`src/common/vcs_pkg.sv`:
```
// Constants and carriers for the capture channel status bank.
// Assumes a 32-bit classic Wishbone register bus and one clock.
`default_nettype none
package vcs_pkg;
  // ----------------------------------------
  // Register byte offsets
  // ----------------------------------------
  localparam logic [7:0] OFS_STAT_A = 8'h00; // Channel A status
  localparam logic [7:0] OFS_STAT_B = 8'h04; // Channel B status
  localparam logic [7:0] OFS_IRQ_STAT = 8'h08; // Port irq status, read clears
  localparam logic [7:0] OFS_IRQ_MASK = 8'h0c; // Port irq mask
  localparam logic [7:0] OFS_CFG_A = 8'h10; // Channel A mode and selects
  localparam logic [7:0] OFS_CFG_B = 8'h14; // Channel B mode and selects
  localparam logic [7:0] OFS_VINT_A = 8'h18; // Channel A vertical int lines
  localparam logic [7:0] OFS_VINT_B = 8'h1c; // Channel B vertical int lines
  // ----------------------------------------
  // Status field positions
  // ----------------------------------------
  localparam int BIT_SYNC = 31;
  localparam int BIT_FRAME = 30;
  localparam int BIT_F2 = 29;
  localparam int BIT_F1 = 28;
  localparam int BIT_FIELD = 12;
  localparam int POS_W = 12; // Width of each position field
  localparam int VINT_TWO_LSB = 16; // Line two sits in the vint upper half
  localparam logic [11:0] SYNC_SET_LINE = 12'h001; // Line that raises sync
  localparam logic [31:0] STAT_RESET = 32'h0000_0000;
  // Capture modes
  typedef enum logic [1:0] {
    MODE_COMP = 2'b00,
    MODE_RAW = 2'b01,
    MODE_TS = 2'b10
  } vcs_mode_t;
  // Per-channel configuration
  typedef struct packed {
    logic sync_line_select;
    logic field_detect_select;
    logic [1:0] mode;
  } vcs_cfg_t;
  // Per-channel inputs from the capture datapath, same clock
  typedef struct packed {
    logic [11:0] pixel_counter;
    logic [11:0] line_counter;
    logic [23:0] sample_count;
    logic field_one_end;
    logic field_two_end;
    logic frame_end;
    logic fid_code;
    logic fid_sync;
  } vcs_cap_t;
endpackage
`default_nettype wire

```
`src/verilog/vcs_status.sv`:
```
// Status register bank of a two-channel video capture port.
// Assumes the capture datapath runs on clk_i and gives one-cycle end pulses.
`default_nettype none
// Notes on behaviour
// - Component modes: line counter in bits 27:16
// - Component modes: pixel counter in bits 11:0
// - Raw/stream modes: 24-bit sample count split
// - Frame, block or packet done sets bit 30
// - Component modes: field done sets 29, 28
// - Completion flags: write one clears, zero keeps
// - Sync flag clears at selected vertical line
// - Sync flag sets at line 1, field 1
// - Active field bit 12 per detect select
// - Bits 15:13 read zero, ignore writes
// - Two channels, identical status layout
// - Frame done also sets port irq bit
module vcs_status
  import vcs_pkg::*;
#(
  parameter int N_CH = 2
) (
  // Clock and reset
  input wire logic clk_i,
  input wire logic rst_i,
  // Wishbone slave
  input wire logic wb_cyc_i,
  input wire logic wb_stb_i,
  input wire logic wb_we_i,
  input wire logic [7:0] wb_adr_i,
  input wire logic [3:0] wb_sel_i,
  input wire logic [31:0] wb_dat_i,
  output logic [31:0] wb_dat_o,
  output logic wb_ack_o,
  // Capture datapath, one record per channel
  input wire vcs_cap_t [1:0] cap_i,
  // Interrupt
  output logic irq_o
);
  // ----------------------------------------
  // Elaboration check
  // ----------------------------------------
  // The map holds exactly two channels
  if (N_CH != 2) begin : g_bad_ch
    $error("vcs_status supports two channels only");
  end

  // ----------------------------------------
  // State
  // ----------------------------------------
  vcs_cfg_t cfg [2]; // Mode and selects
  logic [31:0] vint [2]; // Vertical int lines one and two
  logic [1:0] sync_f; // Frame sync flags
  logic [1:0] frame_f; // Frame complete flags
  logic [1:0] f2_f; // Field two done flags
  logic [1:0] f1_f; // Field one done flags
  logic [1:0] fld; // Active field bits
  logic [23:0] pos [2]; // Position or sample count
  logic [1:0] irq_st; // Capture complete irq status
  logic [1:0] irq_mask; // Irq mask, same layout
  logic [31:0] next_rdata; // Read mux
  logic acc; // Request taken this edge
  logic [1:0] wr_stat; // Write hits a status register
  logic [1:0] comp; // Channel in component mode
  logic [1:0] fld_now; // Field indication feeding the flag
  logic [1:0] sync_set; // Sync set condition
  logic [1:0] sync_clr; // Sync clear condition

  // Packs one channel's status word
  function automatic logic [31:0] stat_word(input logic s, input logic fr,
      input logic f2, input logic f1, input logic fl, input logic [23:0] p);
    return {s, fr, f2, f1, p[23:12], 3'b000, fl, p[11:0]};
  endfunction

  // ----------------------------------------
  // Bus decode
  // ----------------------------------------
  // Single wait state: the access completes on the edge raising ack
  assign acc = wb_cyc_i & wb_stb_i & ~wb_ack_o;
  // Writes and clears land on the taking edge, so they are in place by ack
  assign wr_stat[0] = acc & wb_we_i & wb_sel_i[3] & (wb_adr_i == OFS_STAT_A);
  assign wr_stat[1] = acc & wb_we_i & wb_sel_i[3] & (wb_adr_i == OFS_STAT_B);

  // Per-channel combinational conditions
  always_comb begin
    for (int c = 0; c < 2; c++) begin
      comp[c] = (cfg[c].mode == MODE_COMP);
      // Detect select picks the embedded code or the sync-based guess
      fld_now[c] = cfg[c].field_detect_select ? cap_i[c].fid_sync
                                              : cap_i[c].fid_code;
      sync_set[c] = comp[c] & ~fld_now[c]
                    & (cap_i[c].line_counter == SYNC_SET_LINE);
      sync_clr[c] = comp[c] & (cap_i[c].line_counter ==
          (cfg[c].sync_line_select ? vint[c][VINT_TWO_LSB +: POS_W]
                                   : vint[c][POS_W-1:0]));
    end
  end

  // Read data mux; unmapped offsets read zero
  // Data is taken at the taking edge, before any clear of that same edge
  always_comb begin
    unique case (wb_adr_i)
      OFS_STAT_A: next_rdata = stat_word(sync_f[0], frame_f[0], f2_f[0],
                                         f1_f[0], fld[0], pos[0]);
      OFS_STAT_B: next_rdata = stat_word(sync_f[1], frame_f[1], f2_f[1],
                                         f1_f[1], fld[1], pos[1]);
      OFS_IRQ_STAT: next_rdata = {30'h0, irq_st};
      OFS_IRQ_MASK: next_rdata = {30'h0, irq_mask};
      OFS_CFG_A: next_rdata = {28'h0, cfg[0]};
      OFS_CFG_B: next_rdata = {28'h0, cfg[1]};
      OFS_VINT_A: next_rdata = vint[0];
      OFS_VINT_B: next_rdata = vint[1];
      default: next_rdata = 32'h0000_0000;
    endcase
  end

  // ----------------------------------------
  // Bus answer
  // ----------------------------------------
  // Ack one cycle after the request, dropped the cycle after
  always_ff @(posedge clk_i) begin
    if (rst_i) begin
      wb_ack_o <= 1'b0;
      wb_dat_o <= 32'h0000_0000;
    end else begin
      wb_ack_o <= acc;
      if (acc && !wb_we_i) begin
        wb_dat_o <= next_rdata;
      end
    end
  end

  // ----------------------------------------
  // Software configuration
  // ----------------------------------------
  // Byte enables respected on the wide vint words
  always_ff @(posedge clk_i) begin
    if (rst_i) begin
      cfg[0] <= '0;
      cfg[1] <= '0;
      vint[0] <= 32'h0000_0000;
      vint[1] <= 32'h0000_0000;
      irq_mask <= 2'b00;
    end else if (acc && wb_we_i) begin
      for (int b = 0; b < 4; b++) begin
        if (wb_sel_i[b] && wb_adr_i == OFS_VINT_A) begin
          vint[0][8*b +: 8] <= wb_dat_i[8*b +: 8];
        end
        if (wb_sel_i[b] && wb_adr_i == OFS_VINT_B) begin
          vint[1][8*b +: 8] <= wb_dat_i[8*b +: 8];
        end
      end
      if (wb_sel_i[0] && wb_adr_i == OFS_CFG_A) begin
        cfg[0] <= wb_dat_i[3:0];
      end
      if (wb_sel_i[0] && wb_adr_i == OFS_CFG_B) begin
        cfg[1] <= wb_dat_i[3:0];
      end
      if (wb_sel_i[0] && wb_adr_i == OFS_IRQ_MASK) begin
        irq_mask <= wb_dat_i[1:0];
      end
    end
  end

  // ----------------------------------------
  // Position and field tracking
  // ----------------------------------------
  // Reserved mode code 2'b11 behaves as a counting mode
  always_ff @(posedge clk_i) begin
    if (rst_i) begin
      pos[0] <= 24'h00_0000;
      pos[1] <= 24'h00_0000;
      fld <= 2'b00;
    end else begin
      for (int c = 0; c < 2; c++) begin
        if (comp[c]) begin
          pos[c] <= {cap_i[c].line_counter, cap_i[c].pixel_counter};
          fld[c] <= fld_now[c];
        end else begin
          pos[c] <= cap_i[c].sample_count;
          fld[c] <= 1'b0;
        end
      end
    end
  end

  // ----------------------------------------
  // Frame sync
  // ----------------------------------------
  // Set beats clear when the vint line is programmed to 1
  always_ff @(posedge clk_i) begin
    if (rst_i) begin
      sync_f <= 2'b00;
    end else begin
      for (int c = 0; c < 2; c++) begin
        if (!comp[c]) begin
          sync_f[c] <= 1'b0;
        end else if (sync_set[c]) begin
          sync_f[c] <= 1'b1;
        end else if (sync_clr[c]) begin
          sync_f[c] <= 1'b0;
        end
      end
    end
  end

  // ----------------------------------------
  // Completion flags
  // ----------------------------------------
  // Hardware set wins over a same-cycle software clear, so no event is lost
  // Field flags only ever set in component modes
  always_ff @(posedge clk_i) begin
    if (rst_i) begin
      frame_f <= 2'b00;
      f2_f <= 2'b00;
      f1_f <= 2'b00;
    end else begin
      for (int c = 0; c < 2; c++) begin
        frame_f[c] <= (frame_f[c] & ~(wr_stat[c] & wb_dat_i[BIT_FRAME]))
                      | cap_i[c].frame_end;
        f2_f[c] <= (f2_f[c] & ~(wr_stat[c] & wb_dat_i[BIT_F2]))
                   | (comp[c] & cap_i[c].field_two_end);
        f1_f[c] <= (f1_f[c] & ~(wr_stat[c] & wb_dat_i[BIT_F1]))
                   | (comp[c] & cap_i[c].field_one_end);
      end
    end
  end

  // ----------------------------------------
  // Port interrupt
  // ----------------------------------------
  // Read clears; an arriving completion in the same cycle survives
  // Level output one cycle behind the status bits, so it never glitches
  always_ff @(posedge clk_i) begin
    if (rst_i) begin
      irq_st <= 2'b00;
      irq_o <= 1'b0;
    end else begin
      irq_st <= ((acc && !wb_we_i && wb_adr_i == OFS_IRQ_STAT) ? 2'b00 : irq_st)
                | {cap_i[1].frame_end, cap_i[0].frame_end};
      irq_o <= |(irq_st & irq_mask);
    end
  end
endmodule
`default_nettype wire
```
`config.mk`:
```
export PLATFORM = sky130hd
export DESIGN_NAME = vcs_status
export DESIGN_NICKNAME = d
export VERILOG_FILES = /design/src/common/vcs_pkg.sv /design/src/verilog/vcs_status.sv
export SDC_FILE = /design/constraint.sdc
export NUM_CORES = 1
export LEC_CHECK = 0
export BUFFER_PORTS_ARGS = -buffer_cell sky130_fd_sc_hd__buf_2
export CORE_ASPECT_RATIO = 1.2
export CORE_MARGIN = 2
export CORE_UTILIZATION = 50
export DETAILED_ROUTE_END_ITERATION = 10
export PLACE_DENSITY = 0.75
export SLEW_MARGIN = 0
export SYNTH_ARGS = -nofsm -noshare
export SYNTH_HDL_FRONTEND = slang
export SYNTH_SLANG_ARGS = --single-unit
```
`constraint.sdc`:
```
create_clock -name clk_i -period 3.07 [get_ports clk_i]
set_input_delay 0.614 -clock clk_i [delete_from_list [all_inputs] [get_ports clk_i]]
set_output_delay 0.614 -clock clk_i [all_outputs]
set_load 0.01 [all_outputs]
```
---- Word-level counts from Yosys, hierarchy flattened ----
Memory sizes are Yosys's and may differ from the RTL's.
Index checks and enable logic that the tools add are counted.
storage, ports and cells
  flip-flop bits (word level) ............. 48
  bits in latches ......................... 0
  bits in writable memories ............... 120
  memory bits (read-only) ................. 0
  input port bits ......................... 155
  output and inout bits ................... 34
  word-level logic and storage cells ...... 189
  memories ................................ 3
memory list
  memory  depth  bits a word  rd ports  clocked after Yosys merged registers in  write ports  RTL line          text
  vint    2      32           2         0                                        2            vcs_status.sv:51  logic [31:0] vint [2];
  pos     2      24           2         0                                        2            vcs_status.sv:57  logic [23:0] pos [2];
  cfg     2      4            2         0                                        2            vcs_status.sv:50  vcs_cfg_t cfg [2];
cells by class
  $add $sub $neg .......................... 0
  multipliers ............................. 0
  div/mod/pow operators ................... 0
  order comparisons ....................... 0
  equal/unequal tests ..................... 11
  shift-type cells ........................ 0
  muxes and demuxes ....................... 78
  bitwise operators ....................... 61
  reduce and logical (&&, ||, !) cells .... 24
operator list
  cell                                                  count
  case mux 32 bit (8 select lines)                      1
  2-to-1 mux 24 bit                                     4
  2-to-1 mux 8 bit                                      8
  2-to-1 mux 1 bit                                      60
  equality test 8 x 5 -> 1 bit, second input constant   4
  bitwise AND 1 bit                                     28
  equality test 12 x 1 -> 1 bit, second input constant  2
  equality test 12 bit                                  2
  2-to-1 mux 12 bit                                     2
  OR 1 bit                                              20
  equality test 8 x 4 -> 1 bit, second input constant   2
  logical AND 1 bit                                     14
  inverter 1 bit                                        11
  equality test 8 x 3 -> 1 bit, second input constant   1
  logical NOT 8 bit                                     1
  2-to-1 mux 4 bit                                      2
  OR reduction 2 bit                                    3
  logical NOT 2 bit                                     2
  nonzero test 2 bit                                    2
  bitwise AND 2 bit                                     1
  2-to-1 mux 2 bit                                      1
  OR 2 bit                                              1
  AND reduction 2 bit                                   1
  logical NOT 1 bit                                     1

---- Longest topological paths before layout ----
  depth after elaboration ................. 9
  depth in mapped cells ................... 7
  mapped depth without buffers ............ 5

---- Worst setup path before layout ----
OpenSTA, ideal clock, no wires.
  kind .................................... input to register
  from .................................... in wb_adr_i[5]
  to ...................................... mem vint[1][0] (netlist: vint[0][32]) (enable)
  setup time .............................. 0.384 ns
  arrival time ............................ 2.235 ns
  data required time ...................... 2.686 ns
  path slack .............................. 0.451 ns
  stages on the path ...................... 5
  buffers on the path ..................... 1
  path through ............................ or4b_1 buf_2 nor2_4 nand2_4 o21ai_0
RTL lines
  element          RTL line          text
  start, declared  vcs_status.sv:29  input wire logic [7:0] wb_adr_i,
  end, declared    vcs_status.sv:51

==> out/qor.csv <==
metric,value,unit
dieHeight,141,um
place_hpwl,16900,um
cp_data_arrival_time,2.31,ns
p_seq_share,50.5,%
synth_edf_count,120,
p_switching,1140,uW
yosysUniqueCellTypes,45,
grtUsageTotal,27.1,%
p_clk_share,40.5,%
combPwrFrac,9.0,%
yosysWarningCount,0,
r2r_end,sync_f[0],
worstHoldStart,cap_i[4],
status,completed,
ctsRootBufferMaster,clkbuf_16,
clk-insertion-delay-late,0.43,ns
area_growth,25.8,%
tns,0,ns
tightest_slew,0.729,ns
vdd_drop_max,0.000423,V
min_to,f1_f[0],
hold_path.class,in -> reg,
cts_tree,done,
gp_congestion,0.954,
synth_area,7800,um2
die_area,16600,um2
cp-end-kind,flip-flop,
postCtsHoldBufs,0,
path_class,in -> reg,
drc,0,
htreeDepth,4,
yosysSeqAreaShare,58.5,%
nets,1026,
dp_cells,1060,
cts_buffers,17,
cts_buffer_depth,2,
fin_cells,1092,
fin_crit,2.16,ns
r2r_setup_slack,1.09,ns
num_rows,50,
fillerInstances,1276,
finalCritPeriodShare,70.4,%
power_density,519,nW/um2
cts_setup_buffers,0,
p_int,3960,uW
sw_frac_of_total,22.4,%
r2r-start,cfg[0][3],
worstHoldPathCells,2,
synth-seq-cells,168,
grt_max_degree,28,
skew,0.00836,ns
syn_area_per_cell,12.4,um2
avgViaCountPerCell,5.66,
slew_viol_final,0,
postSynthCellCount,627,
grt_pass1_vias,6203,
start_util,50.5,%
p_leak,0.00399,uW
slew_headroom,51.4,%
die_width,118,um
grt-ovfl-total,0,
setup.worst_path.start_class,input port,
antenna_found_initial,0,
rsz0062_at_grt,no,
wirelength,22100,um
layout-drive-gt1-share,33.0,%
rr_worst_depth,6,
dr_total_vias,6186,
grt_pass1_wl,33700,um
cts.sinks,168,
wire_per_inst,20.2,um
drt_pass1_iterations,10,
cts_resized,0,
synth-main-ff-cell,edfxtp_1,
path_clk_slew,0.07,ns
final_hold_viol_count,0,
fmax,462,MHz
path_max_fanout,15,
io_pins,189,
power,5100,uW
ys_async_sr_fraction,0,%
drtAntennaViolNets,0,
drv_cap,0,
cp.required,3.22,ns
n_antenna_cell,0,
core-area,15500,um2
setup_viol,0,
portBuffers,188,
drt_iter0_markers,697,
==> power groups by stage <==
stage | clock (uW) | sequential [uW] | combinational, uW
after detailed placement | 0 | 2620 | 452
after floorplan | 0 | 2590 | 237
after CTS | 2080 | 2580 | 455
final | 2060 | 2580 | 458
after global routing | 2160 | 2580 | 495
after global placement | 0 | 2620 | 450
==> cells by family (layout without fill, tap and decap cells) <==
| family | after synthesis | count (layout) | share of synthesized area [%] |
|---|---|---|---|
| AOI/OAI and AO/OA | 139 | 139 | 13.5 |
| xor gates and xnor gates | 24 | 24 | 2.69 |
| buffers and inverters | 39 | 249 | 2.23 |
| DFF | 168 | 168 | 58.5 |
| muxes | 65 | 65 | 8.92 |
| other | 1 | 48 | 0.0481 |
| and+or+nand+nor | 191 | 191 | 14.1 |
==> placed cells by master (no fill, tap or decap), drive strengths merged, types with 4 or more instances in the layout <==
master / instances
o21ai: 38
and2: 61
xor2: 16
a22oi: 5
nor3: 15
xnor2: 8
a32o: 4
nor4: 10
clkinv: 5
a222oi: 25
dfxtp: 48
clkbuf: 25
mux2i: 29
nand3: 10
mux2: 36
nand4: 6
nor2: 23
a21oi: 12
buf: 214
nand2: 49
a22o: 48
edfxtp: 120
conb: 48
==> sequential cells by signal (all words and copies together), names as in the netlist <==
signal    count
sync_f        2
irq_mask      2
irq_o         1
pos          48
f2_f          2
wb_dat_o     32
fld           2
f1_f          2
vint         64
frame_f       2
wb_ack_o      1
irq_st        2
cfg           8
==> routing by layer <==
metal,vias up,part of all wire [%],wire (um),track usage (%)
met3,62,7.9,1750,6.07
met4,0,4.0,874,12.0
li1,2862,-,-,-
met2,326,50,11000,46.5
met1,2936,38,8450,32.9
met5,-,0,0,0
==> cell type report <==
cell class              instances  area (um2)  share of cell area (%)
repair buffers                214        1150                    11.7
multi-input cells             467        3260                    33.2
inverters                       3        11.3                   0.115
clock inverters                 7        66.3                   0.676
well taps                     208         260                    2.65
clock buffers                  25         507                    5.16
flip-flops and latches        168        4560                    46.5
==> synth_stat cells (2+ instances only) <==
master / count / area [um2]
edfxtp_1: 120 / 3600
and2_1: 61 / 382
a22o_1: 48 / 420
dfxtp_1: 48 / 961
nand2_1: 48 / 180
mux2_2: 36 / 405
mux2i_1: 29 / 290
a222oi_1: 25 / 250
clkbuf_1: 24 / 90.1
nor2_1: 22 / 82.6
o21ai_1: 20 / 100
o21ai_0: 18 / 90.1
xor2_1: 16 / 140
a21oi_1: 12 / 60.1
buf_2: 10 / 50.1
nand3_1: 10 / 50.1
nor4_1: 9 / 56.3
nor3_1: 8 / 40.0
xnor2_1: 8 / 70.1
nand4_1: 6 / 37.5
a22oi_1: 5 / 37.5
a32o_1: 4 / 40.0
nor3_2: 4 / 40.0
inv_1: 3 / 11.3
nor3_4: 3 / 48.8
nor4b_1: 3 / 26.3
or4b_1: 3 / 30.0
a221oi_1: 2 / 17.5
buf_6: 2 / 22.5
nand3b_1: 2 / 15.0
o41ai_1: 2 / 17.5
or3_1: 2 / 12.5
or4_1: 2 / 15.0
==> worst max-delay path: stages <==
cell and delay [ns]:
buf_2 0.23, or4b_1 0.68, nor2_4 0.25, nand2_4 0.13
o21ai_0 0.20, buf_4 0.20
==> metrics by stage <==
stage          area, um2  setup WS, ns  utilization (%)  hold WS, ns
2_1_floorplan       7980         0.451                -        0.446
3_3_place_gp        9240         0.497             59.8        0.433
3_5_place_dp        9240         0.497             59.8        0.439
4_1_cts             9820         0.920             63.5        0.396
5_1_grt             9820         0.811             63.5        0.406
6_report            9820         0.908             63.5        0.404
==> how the worst max path moves through the flow <==
stage | start | end
4_1_cts | wb_adr_i[4] | vint[0][44]
2_1_floorplan | wb_adr_i[5] | vint[0][32]
3_3_place_gp | wb_adr_i[4] | vint[0][48]
6_report | wb_adr_i[4] | vint[0][40]
5_1_grt | wb_adr_i[4] | vint[0][48]
3_5_place_dp | wb_adr_i[4] | vint[0][36]
Note: power is estimated with default switching activity, not from simulation.
